===== src/core/afecf_pkg.sv =====
// Package for the channel-function register group: offsets, resets, layouts, codes
package afecf_pkg;

  localparam int unsigned DW       = 12;
  localparam int unsigned NCH      = 4;
  localparam int unsigned LONG_W   = 23;
  localparam int unsigned SHORT_W  = 9;

  // Register offsets
  localparam logic [7:0] OFS_RESERVED = 8'h04;
  localparam logic [7:0] OFS_INDEX    = 8'h05;
  localparam logic [7:0] OFS_POWER    = 8'h08;
  localparam logic [7:0] OFS_CLOCK    = 8'h09;
  localparam logic [7:0] OFS_INPUT    = 8'h0C;
  localparam logic [7:0] OFS_TEST     = 8'h0D;
  localparam logic [7:0] OFS_UPDATE   = 8'hFF;

  // Values after reset
  localparam logic [7:0] RST_RESERVED = 8'h0F;
  localparam logic [7:0] RST_INDEX    = 8'h0F;
  localparam logic [7:0] RST_POWER    = 8'h00;
  localparam logic [7:0] RST_CLOCK    = 8'h01;
  localparam logic [7:0] RST_INPUT    = 8'h00;
  localparam logic [7:0] RST_TEST     = 8'h00;

  // Field positions
  localparam int unsigned CLK_DCS_BIT  = 0;
  localparam int unsigned UPD_XFER_BIT = 0;

  // Serial frame counts
  localparam logic [4:0] INSTR_BITS = 5'h10;
  localparam logic [3:0] BYTE_BITS  = 4'h8;

  // Fixed test words
  localparam logic [DW-1:0] PAT_MID    = 12'h800;
  localparam logic [DW-1:0] PAT_POS    = 12'hFFF;
  localparam logic [DW-1:0] PAT_NEG    = 12'h000;
  localparam logic [DW-1:0] PAT_CHK_A  = 12'hAAA;
  localparam logic [DW-1:0] PAT_CHK_B  = 12'h555;
  localparam logic [DW-1:0] PAT_BIT_A  = 12'h001;
  localparam logic [DW-1:0] PAT_BIT_B  = 12'h000;
  localparam logic [DW-1:0] PAT_SYNC   = 12'h03F;
  localparam logic [DW-1:0] PAT_MIXED  = 12'hA0F;
  localparam logic [DW-1:0] WALK_SEED  = 12'h001;
  localparam logic [LONG_W-1:0]  LONG_SEED  = 23'h7FFFFF;
  localparam logic [SHORT_W-1:0] SHORT_SEED = 9'h1FF;

  typedef enum logic [1:0] {
    PWR_RUN   = 2'b00,
    PWR_DOWN  = 2'b01,
    PWR_RSVD  = 2'b10,
    PWR_RESET = 2'b11
  } afecf_pwr_t;

  typedef enum logic [3:0] {
    PAT_OFF      = 4'h0,
    PAT_MIDSCALE = 4'h1,
    PAT_POSFS    = 4'h2,
    PAT_NEGFS    = 4'h3,
    PAT_CHECKER  = 4'h4,
    PAT_PN_LONG  = 4'h5,
    PAT_PN_SHORT = 4'h6,
    PAT_WORD_TOG = 4'h7,
    PAT_USER     = 4'h8,
    PAT_BIT_TOG  = 4'h9,
    PAT_SYNC_W   = 4'hA,
    PAT_ONE_HIGH = 4'hB,
    PAT_MIXED_F  = 4'hC
  } afecf_pat_t;

  typedef enum logic [2:0] {
    ST_IDLE  = 3'b001,
    ST_INSTR = 3'b010,
    ST_DATA  = 3'b100
  } afecf_spi_st_t;

  typedef struct packed {
    logic [1:0] user_mode;
    logic       pn_long_rst;
    logic       pn_short_rst;
    logic [3:0] pattern;
  } afecf_test_t;

  typedef struct packed {
    logic       rsvd7;
    logic       unused_channel_sleep;
    logic [1:0] rsvd54;
    logic [3:0] sel;
  } afecf_mux_t;

  // Status bundle; channel order {aux, D, C, B, A}
  typedef struct packed {
    logic       run;
    logic       power_down;
    logic       in_reset;
    logic       dcs_en;
    logic [4:0] active;
    logic [4:0] powered;
  } afecf_status_t;

  function automatic logic [4:0] active_mask(input logic [3:0] sel);
    logic [4:0] m;
    m = 5'h01;
    case (sel)
      4'h1: m = 5'h10;
      4'h2: m = 5'h03;
      4'h3: m = 5'h11;
      4'h4: m = 5'h07;
      4'h5: m = 5'h13;
      4'h6: m = 5'h0F;
      4'h7: m = 5'h17;
      default: m = 5'h01;
    endcase
    return m;
  endfunction

endpackage


===== src/core/afecf_regs.sv =====
// Channel-function register group behind the serial port, with test-pattern data path
//
// Summary of operation
// - Power field 00 runs the chip, 01 powers it fully down and 11 holds it in reset.
// - Clock register bit 0 turns the duty-cycle stabilizer on when 1 (reset value) for all channels.
// - The four-bit input field picks the active channel set, A only after reset.
// - Input register bit 6 at 0 sleeps channels outside the active set, at 1 keeps them powered.
// - User test mode 00/01 repeats single/alternating user words, 10/11 plays them once.
// - Test register bit 5 holds the long pseudo-random generator in reset while 1.
// - Test register bit 4 holds the short pseudo-random generator in reset while 1.
// - The test pattern code picks off, fixed words, checkerboard, sequences, toggles, user, sync and walking bit.
// - With a pattern selected a channel puts test words on its data output instead of samples.
// - Per-channel writes land only in channels whose bit is set in the index register, all four after reset.
// - Writing the transfer bit copies the shifted-in master values to the working registers.
`timescale 1ns/1ps
module afecf_regs
  import afecf_pkg::*;
#(
  parameter int unsigned DATA_W = afecf_pkg::DW
)
(
  input  wire logic                         clk_i,
  input  wire logic                         rst_i,
  input  wire logic                         ce_i,
  input  wire logic                         spi_sclk_i,
  input  wire logic                         spi_csb_n_i,
  input  wire logic                         spi_sdio_i,
  output logic                              spi_sdio_o,
  output logic                              spi_sdio_oe_n_o,
  input  wire logic [NCH-1:0][DATA_W-1:0]   sample_i,
  input  wire logic                         sample_valid_i,
  input  wire logic [DATA_W-1:0]            user_pat1_i,
  input  wire logic [DATA_W-1:0]            user_pat2_i,
  output logic [NCH-1:0][DATA_W-1:0]        data_o,
  output logic                              data_valid_o,
  output afecf_pkg::afecf_status_t          status_o
);
  import afecf_pkg::*;

  // Pin synchronisers: stage 1 feeds stage 2 only
  logic [2:0] sclk_s;
  logic [1:0] csb_s;
  logic [1:0] sdio_s;

  always_ff @(posedge clk_i or posedge rst_i)
  begin
    if (rst_i)
    begin
      sclk_s <= 3'h0;
      csb_s  <= 2'h3;
      sdio_s <= 2'h0;
    end
    else if (ce_i)
    begin
      sclk_s <= {sclk_s[1:0], spi_sclk_i};
      csb_s  <= {csb_s[0], spi_csb_n_i};
      sdio_s <= {sdio_s[0], spi_sdio_i};
    end
  end

  wire sclk_rise = sclk_s[1] & ~sclk_s[2];
  wire sclk_fall = ~sclk_s[1] & sclk_s[2];
  wire cs_idle   = csb_s[1];
  wire sdio_bit  = sdio_s[1];

  // Master (shifted-in) and working copies
  logic [7:0]            filler_q;
  logic [NCH-1:0]        index_q;
  logic [1:0]            pwr_m_q;
  logic                  dcs_m_q;
  afecf_mux_t            mux_m_q;
  afecf_test_t [NCH-1:0] test_m_q;
  logic [1:0]            pwr_s_q;
  logic                  dcs_s_q;
  afecf_mux_t            mux_s_q;
  afecf_test_t [NCH-1:0] test_s_q;

  // Serial engine
  afecf_spi_st_t st_q;
  logic [4:0]    bit_cnt_q;
  logic [15:0]   shift_q;
  logic          rd_q;
  logic [7:0]    addr_q;
  logic [7:0]    rd_shift_q;
  logic          sdio_q;
  logic          oe_n_q;

  wire [15:0] shift_nx  = {shift_q[14:0], sdio_bit};
  wire        instr_end = (st_q == ST_INSTR) && sclk_rise && (bit_cnt_q == INSTR_BITS - 5'h1);
  wire        byte_end  = (st_q == ST_DATA) && sclk_rise && (bit_cnt_q == {1'b0, BYTE_BITS} - 5'h1);
  wire        wr_stb    = byte_end && !rd_q;
  wire [7:0]  wr_data   = shift_nx[7:0];
  wire [7:0]  rd_addr   = instr_end ? shift_nx[7:0] : addr_q + 8'h1;
  wire        xfer      = wr_stb && (addr_q == OFS_UPDATE) && wr_data[UPD_XFER_BIT];

  // Reads of the per-channel register show the lowest selected channel
  wire [1:0] rd_ch = index_q[0] ? 2'd0 : index_q[1] ? 2'd1 : index_q[2] ? 2'd2 : index_q[3] ? 2'd3 : 2'd0;

  function automatic logic [7:0] rd_byte(input logic [7:0] a);
    logic [7:0] r;
    r = 8'h00;
    case (a)
      OFS_RESERVED: r = filler_q;
      OFS_INDEX:    r = {4'h0, index_q};
      OFS_POWER:    r = {6'h00, pwr_m_q};
      OFS_CLOCK:    r = {7'h00, dcs_m_q};
      OFS_INPUT:    r = mux_m_q;
      OFS_TEST:     r = test_m_q[rd_ch];
      default:      r = 8'h00;
    endcase
    return r;
  endfunction

  always_ff @(posedge clk_i or posedge rst_i)
  begin
    if (rst_i)
    begin
      st_q       <= ST_IDLE;
      bit_cnt_q  <= 5'h0;
      shift_q    <= 16'h0000;
      rd_q       <= 1'b0;
      addr_q     <= 8'h00;
      rd_shift_q <= 8'h00;
      sdio_q     <= 1'b0;
      oe_n_q     <= 1'b1;
    end
    else if (ce_i)
    begin
      if (cs_idle)
      begin
        st_q      <= ST_IDLE;
        bit_cnt_q <= 5'h0;
        oe_n_q    <= 1'b1;
      end
      else
      begin
        unique case (st_q)
          ST_IDLE:
          begin
            st_q      <= ST_INSTR;
            bit_cnt_q <= 5'h0;
          end
          ST_INSTR:
          begin
            if (sclk_rise)
            begin
              shift_q   <= shift_nx;
              bit_cnt_q <= bit_cnt_q + 5'h1;
            end
            if (instr_end)
            begin
              st_q       <= ST_DATA;
              bit_cnt_q  <= 5'h0;
              rd_q       <= shift_nx[15];
              addr_q     <= shift_nx[7:0];
              rd_shift_q <= rd_byte(shift_nx[7:0]);
            end
          end
          ST_DATA:
          begin
            if (sclk_rise)
            begin
              shift_q   <= shift_nx;
              bit_cnt_q <= bit_cnt_q + 5'h1;
            end
            if (byte_end)
            begin
              bit_cnt_q <= 5'h0;
              addr_q    <= addr_q + 8'h1;
              if (rd_q)
                rd_shift_q <= rd_byte(rd_addr);
            end
            else if (sclk_fall && rd_q)
            begin
              sdio_q     <= rd_shift_q[7];
              rd_shift_q <= {rd_shift_q[6:0], 1'b0};
              oe_n_q     <= 1'b0;
            end
          end
        endcase
      end
    end
  end

  // Register writes
  always_ff @(posedge clk_i or posedge rst_i)
  begin
    if (rst_i)
    begin
      filler_q <= RST_RESERVED;
      index_q  <= RST_INDEX[NCH-1:0];
      pwr_m_q  <= RST_POWER[1:0];
      dcs_m_q  <= RST_CLOCK[CLK_DCS_BIT];
      mux_m_q  <= RST_INPUT;
      test_m_q <= {NCH{RST_TEST}};
    end
    else if (ce_i && wr_stb)
    begin
      case (addr_q)
        OFS_RESERVED: filler_q <= wr_data;
        OFS_INDEX:    index_q  <= wr_data[NCH-1:0];
        OFS_POWER:    pwr_m_q  <= wr_data[1:0];
        OFS_CLOCK:    dcs_m_q  <= wr_data[CLK_DCS_BIT];
        OFS_INPUT:    mux_m_q  <= wr_data;
        OFS_TEST:
          for (int c = 0; c < NCH; c++)
            if (index_q[c])
              test_m_q[c] <= wr_data;
        default: ;
      endcase
    end
  end

  always_ff @(posedge clk_i or posedge rst_i)
  begin
    if (rst_i)
    begin
      pwr_s_q  <= RST_POWER[1:0];
      dcs_s_q  <= RST_CLOCK[CLK_DCS_BIT];
      mux_s_q  <= RST_INPUT;
      test_s_q <= {NCH{RST_TEST}};
    end
    else if (ce_i && xfer)
    begin
      pwr_s_q  <= pwr_m_q;
      dcs_s_q  <= dcs_m_q;
      mux_s_q  <= mux_m_q;
      test_s_q <= test_m_q;
    end
  end

  // Status decode
  wire [4:0] act_mask   = active_mask(mux_s_q.sel);
  wire       pwr_run    = (pwr_s_q == PWR_RUN) || (pwr_s_q == PWR_RSVD);
  wire       pwr_down   = (pwr_s_q == PWR_DOWN);
  wire       pwr_reset  = (pwr_s_q == PWR_RESET);
  wire [4:0] pwr_mask   = pwr_run ? (mux_s_q.unused_channel_sleep ? 5'h1F : act_mask) : 5'h00;

  // Generators common to every channel; hold if any channel asks
  logic [DATA_W-1:0] pn_long;
  logic [DATA_W-1:0] pn_short;
  logic              long_hold;
  logic              short_hold;

  always_comb
  begin
    long_hold  = 1'b0;
    short_hold = 1'b0;
    for (int c = 0; c < NCH; c++)
    begin
      long_hold  = long_hold | test_s_q[c].pn_long_rst;
      short_hold = short_hold | test_s_q[c].pn_short_rst;
    end
  end

  afecf_pn_gen u_pn (
    .clk_i        (clk_i),
    .rst_i        (rst_i),
    .ce_i         (ce_i),
    .step_i       (sample_valid_i),
    .long_hold_i  (long_hold),
    .short_hold_i (short_hold),
    .long_o       (pn_long),
    .short_o      (pn_short)
  );

  // Phase of alternating patterns and the walking one
  logic              phase_q;
  logic [DATA_W-1:0] walk_q;

  always_ff @(posedge clk_i or posedge rst_i)
  begin
    if (rst_i)
    begin
      phase_q <= 1'b0;
      walk_q  <= WALK_SEED;
    end
    else if (ce_i && sample_valid_i)
    begin
      phase_q <= ~phase_q;
      walk_q  <= {walk_q[DATA_W-2:0], walk_q[DATA_W-1]};
    end
  end

  function automatic logic [DATA_W-1:0] pick(input afecf_pat_t p, input logic ph,
                                             input logic [DATA_W-1:0] smp, input logic [DATA_W-1:0] usr);
    logic [DATA_W-1:0] w;
    w = smp;
    case (p)
      PAT_MIDSCALE: w = PAT_MID;
      PAT_POSFS:    w = PAT_POS;
      PAT_NEGFS:    w = PAT_NEG;
      PAT_CHECKER:  w = ph ? PAT_CHK_B : PAT_CHK_A;
      PAT_PN_LONG:  w = pn_long;
      PAT_PN_SHORT: w = pn_short;
      PAT_WORD_TOG: w = ph ? PAT_NEG : PAT_POS;
      PAT_USER:     w = usr;
      PAT_BIT_TOG:  w = ph ? PAT_BIT_B : PAT_BIT_A;
      PAT_SYNC_W:   w = PAT_SYNC;
      PAT_ONE_HIGH: w = walk_q;
      PAT_MIXED_F:  w = PAT_MIXED;
      default:      w = smp;
    endcase
    return w;
  endfunction

  // Per-channel output words
  logic [NCH-1:0][1:0] once_q;

  for (genvar c = 0; c < NCH; c++)
  begin : g_ch
    wire        alt       = test_s_q[c].user_mode[0];
    wire        once      = test_s_q[c].user_mode[1];
    wire        once_done = once && (once_q[c] == (alt ? 2'd2 : 2'd1));
    wire        usr_sel   = once ? (alt && once_q[c][0]) : (alt && phase_q);
    wire [DATA_W-1:0] usr = usr_sel ? user_pat2_i : user_pat1_i;
    wire afecf_pat_t  pat = (test_s_q[c].pattern == PAT_USER && once_done) ? PAT_OFF
                          : afecf_pat_t'(test_s_q[c].pattern);

    always_ff @(posedge clk_i or posedge rst_i)
    begin
      if (rst_i)
      begin
        once_q[c] <= 2'd0;
        data_o[c] <= '0;
      end
      else if (ce_i)
      begin
        if (xfer)
          once_q[c] <= 2'd0;
        else if (sample_valid_i && once && !once_done && pat == PAT_USER)
          once_q[c] <= once_q[c] + 2'd1;
        if (sample_valid_i)
          data_o[c] <= pick(pat, phase_q, sample_i[c], usr);
      end
    end
  end

  always_ff @(posedge clk_i or posedge rst_i)
  begin
    if (rst_i)
    begin
      data_valid_o    <= 1'b0;
      status_o        <= '0;
      spi_sdio_o      <= 1'b0;
      spi_sdio_oe_n_o <= 1'b1;
    end
    else if (ce_i)
    begin
      data_valid_o    <= sample_valid_i;
      status_o        <= '{run: pwr_run, power_down: pwr_down, in_reset: pwr_reset,
                           dcs_en: dcs_s_q, active: act_mask, powered: pwr_mask};
      spi_sdio_o      <= sdio_q;
      spi_sdio_oe_n_o <= oe_n_q | cs_idle;
    end
  end

endmodule // afecf_regs


===== src/core/afecf_pn_gen.sv =====
// Long and short pseudo-random generators shared by all channels
`timescale 1ns/1ps
module afecf_pn_gen
  import afecf_pkg::*;
(
  input  wire logic          clk_i,
  input  wire logic          rst_i,
  input  wire logic          ce_i,
  input  wire logic          step_i,
  input  wire logic          long_hold_i,
  input  wire logic          short_hold_i,
  output logic [DW-1:0]      long_o,
  output logic [DW-1:0]      short_o
);

  logic [LONG_W-1:0]  long_q;
  logic [SHORT_W-1:0] short_q;
  wire                long_fb  = long_q[22] ^ long_q[17];
  wire                short_fb = short_q[8] ^ short_q[4];

  always_ff @(posedge clk_i or posedge rst_i)
  begin
    if (rst_i)
    begin
      long_q  <= LONG_SEED;
      short_q <= SHORT_SEED;
    end
    else if (ce_i)
    begin
      if (long_hold_i)
        long_q <= LONG_SEED;
      else if (step_i)
        long_q <= {long_q[LONG_W-2:0], long_fb};
      if (short_hold_i)
        short_q <= SHORT_SEED;
      else if (step_i)
        short_q <= {short_q[SHORT_W-2:0], short_fb};
    end
  end

  assign long_o  = long_q[DW-1:0];
  assign short_o = {short_q, short_q[8:6]};

endmodule // afecf_pn_gen


===== config.mk =====
export PLATFORM = sky130hd
export DESIGN_NAME = afecf_regs
export DESIGN_NICKNAME = d
export VERILOG_FILES = /design/src/core/afecf_pkg.sv /design/src/core/afecf_regs.sv /design/src/core/afecf_pn_gen.sv
export SDC_FILE = /design/constraint.sdc
export NUM_CORES = 1
export LEC_CHECK = 0
export BUFFER_PORTS_ARGS = -buffer_cell sky130_fd_sc_hd__buf_2
export CORE_MARGIN = 2
export CORE_UTILIZATION = 57
export DETAILED_ROUTE_END_ITERATION = 16
export PLACE_DENSITY = 0.77
export SYNTH_ARGS = -nofsm -noshare
export SYNTH_HDL_FRONTEND = slang
export SYNTH_SLANG_ARGS = --single-unit

===== constraint.sdc =====
create_clock -name clk_i -period 14.25 [get_ports clk_i]
set_input_delay 4.275 -clock clk_i [delete_from_list [all_inputs] [get_ports clk_i]]
set_output_delay 4.275 -clock clk_i [all_outputs]
set_load 0.05 [all_outputs]

==> impl_metrics.yaml <==
die:
  fp.coreArea_um2: 26700
  dieArea_um2: 28400
  die_w_um: 168
  fp.dieH_um: 168
  rows: 60
  io_pins: 144
  start_util: 0.577
logic_synthesis:
  ys.flop_type: "dfrtp_1"
  synth_edf_count: 0
  synth_nets: 1786
  synth-seq-area-share: 0.429
  synth_seq_cells: 262
  syn_area_um2: 15400
  synthArstFlopShare: 1.00
  netlist_instances: 1701
  yosysTopAreaCell: "dfrtp_1"
  ys_warn_count: 0
  avgSynthCellArea_um2: 9.07
  ys_types: 88
  synth_top_area_frac: 0.347
  synth_area_leaders: "dfrtp_1 (35%), dfstp_2 (8.2%), nand2_1 (7.6%)"
routing:
  dr_wl_met3_um: 3660
  route.detailed.drc: 0
  viasPerCell: 6.55
  drt_first_pass_iters: 6
  num_vias: 13900
  wire_per_inst_um: 22.3
  totalWireLength_um: 47300
  drt_iter0_drc: 1410
  drtAntennaViolNets: 0
  met1_length_um: 18900
  wl_met2_um: 22000
  route.top_layer_used: "met4"
grt:
  grt_pass1_wl_um: 73800
  antenna_found_initial: 1
  grt_overflow: 0
  grt_pass1_vias: 13200
  grt_max_degree: 107
  grt_usage: 0.328
place:
  gp_congestion: 1.05
  dp_hpwl_um: 33200
  dpl_cell_area_um2: 16100
  io_buffers: 143
sta:
  fin_skew_ns: 0.00989
  slew_headroom: 0.157
  setup_tns_ns: 0
  timing.hold.ws_ns: 0.465
  tightest_slew_ns: 1.25
  setup_viol: 0
  slew_violations: 0
  timing.fmax_mhz: 159
  post-route-period-util: 0.443
  hold_viol_final: 0
  grt_setup_unrepaired: "no"
  period_minus_slack_ns: 6.31
cells_and_area:
  utilization: 0.641
  layout.nets: 1840
  area_growth_pct: 11.1
  regArea_um2: 6620
  layout-drive-gt1-share: 0.211
  fillers: 2225
  multiInputGateArea_um2: 8180
  finalInstanceArea_um2: 17100
setup_path:
  cp.required_ns: 14.68
  cp_data_arrival_time_ns: 6.74
  worstReg2RegEnd: "rd_shift_q[3]"
  critPathMaxFanout: 38
  critical_path_class: "in -> reg"
  crit_path_end_kind: "flop"
  r2r_slack_ns: 11.02
  worstRegToRegCells: 9
  timing.rr.start: "bit_cnt_q[0]"
  start_kind: "input port"
clocking:
  root_buffer: "clkbuf_16"
  path_clk_slew_ns: 0.06
  clock-sinks: 262
  cts_setup_buffers: 0
  clock_latency_ns: 0.55
  numCtsBuffers: 29
  clk_path_buf_depth: 3
  htreeDepth: 1
  cts_hold_buf: 0
  cts_tree: "yes"
  post_cts_resized: 0
power_and_ir_drop:
  max-vdd-ir-drop_uv: 146
  powerDensity_nw_per_um2: 127
  power_leakage_nw: 7.88
  power_mw: 2.18
min_path:
  min_path_type: "reg -> reg"
  hp-start: "dcs_s_q"
  whs_path_depth: 2
  whs_endpoint: "dcs_s_q"
job:
  maxCapViolations: 0
outcome:
  status: "finished, final reports clean"
==> power by group <==
group	switching (mW)	internal [mW]
Clock	0.312	0.466
Sequential	0.118	0.832
Combinational	0.310	0.147
Total	0.740	1.44
==> registers in the layout, indices dropped and copies added, names as in the netlist, 9 cells and up <==
| signal | flops |
|---|---|
| data_o | 48 |
| test_m_q | 32 |
| test_s_q | 24 |
| u_pn.long_q | 23 |
| shift_q | 15 |
| status_o | 14 |
| walk_q | 12 |
| u_pn.short_q | 9 |
==> worst max-delay path by stage <==
stage	startpoint	endpoint	slack (ns)
after global routing	ce_i	test_m_q[10]	7.82
after global placement	ce_i	test_m_q[18]	7.38
after floorplan	rst_i	addr_q[0]	2.84
after CTS	ce_i	test_m_q[10]	7.95
final	ce_i	test_m_q[10]	7.94
after detailed placement	ce_i	test_m_q[26]	7.38
==> layout by cell type (no fill, tap or decap), types with 24 or more instances in the layout <==
cell type  count
dfstp_2       48
mux2i_1       55
o31ai_1       24
dfrtp_1      214
o22ai_1       28
nand2b_1      46
a21oi_1       46
nand3_1       46
mux2_2        76
nand2_1      313
clkbuf_16     29
nor2_1       101
nor3_1        24
buf_2        143
a22oi_1       41
o21ai_0      128
==> worst max-delay path, cell delays in order <==
cell and delay [ns]:
buf_2 0.07, buf_4 0.36, or4b_1 0.47, nor4_1 0.15
and3_1 0.21, and3_1 0.72, nand2_8 0.13, mux2_4 0.33
==> layer usage <==
metal | vias up | GRT usage
met5 | - | 0
met4 | 0 | 0.170
met3 | 170 | 0.0456
met2 | 752 | 0.541
met1 | 6683 | 0.424
li1 | 6291 | -
==> cells in the mapped netlist (28+ instances only) <==
library cell	number
nand2_1	314
dfrtp_1	214
o21ai_0	128
clkbuf_1	101
nor2_1	101
mux2_2	76
mux2i_1	55
dfstp_2	48
a21oi_1	46
nand2b_1	46
nand3_1	46
a22oi_1	41
o22ai_1	28
==> layout make-up <==
type / instances / area share
inverters: 23 / 0.00548
clock inverters: 14 / 0.00978
flip-flops and latches: 262 / 0.386
repair buffers: 156 / 0.0475
well taps: 341 / 0.0249
diodes: 1 / 0.000146
multi-input cells: 1283 / 0.477
clock buffers: 40 / 0.0488
==> kinds of logic (layout without fill, tap and decap cells) <==
group           Yosys count  in the layout  synth area share
fa+ha+maj                 6              6           0.00487
simple gates            670            670             0.212
buf+inv                 156            233            0.0419
other cells               0              1                 0
flops                   262            262             0.429
mux                     143            143             0.103
xor+xnor                 13             13           0.00738
compound gates          451            451             0.202
==> per-stage QoR <==
| stage | cells | worst slack, ns |
|---|---|---|
| after global placement | 2065 | 7.38 |
| after floorplan | 1701 | 2.84 |
| after detailed placement | 2065 | 7.38 |
| after CTS | 2119 | 7.95 |
| final | 2120 | 7.94 |
| after global routing | 2120 | 7.82 |
Note: power is estimated with default switching activity, not from simulation.
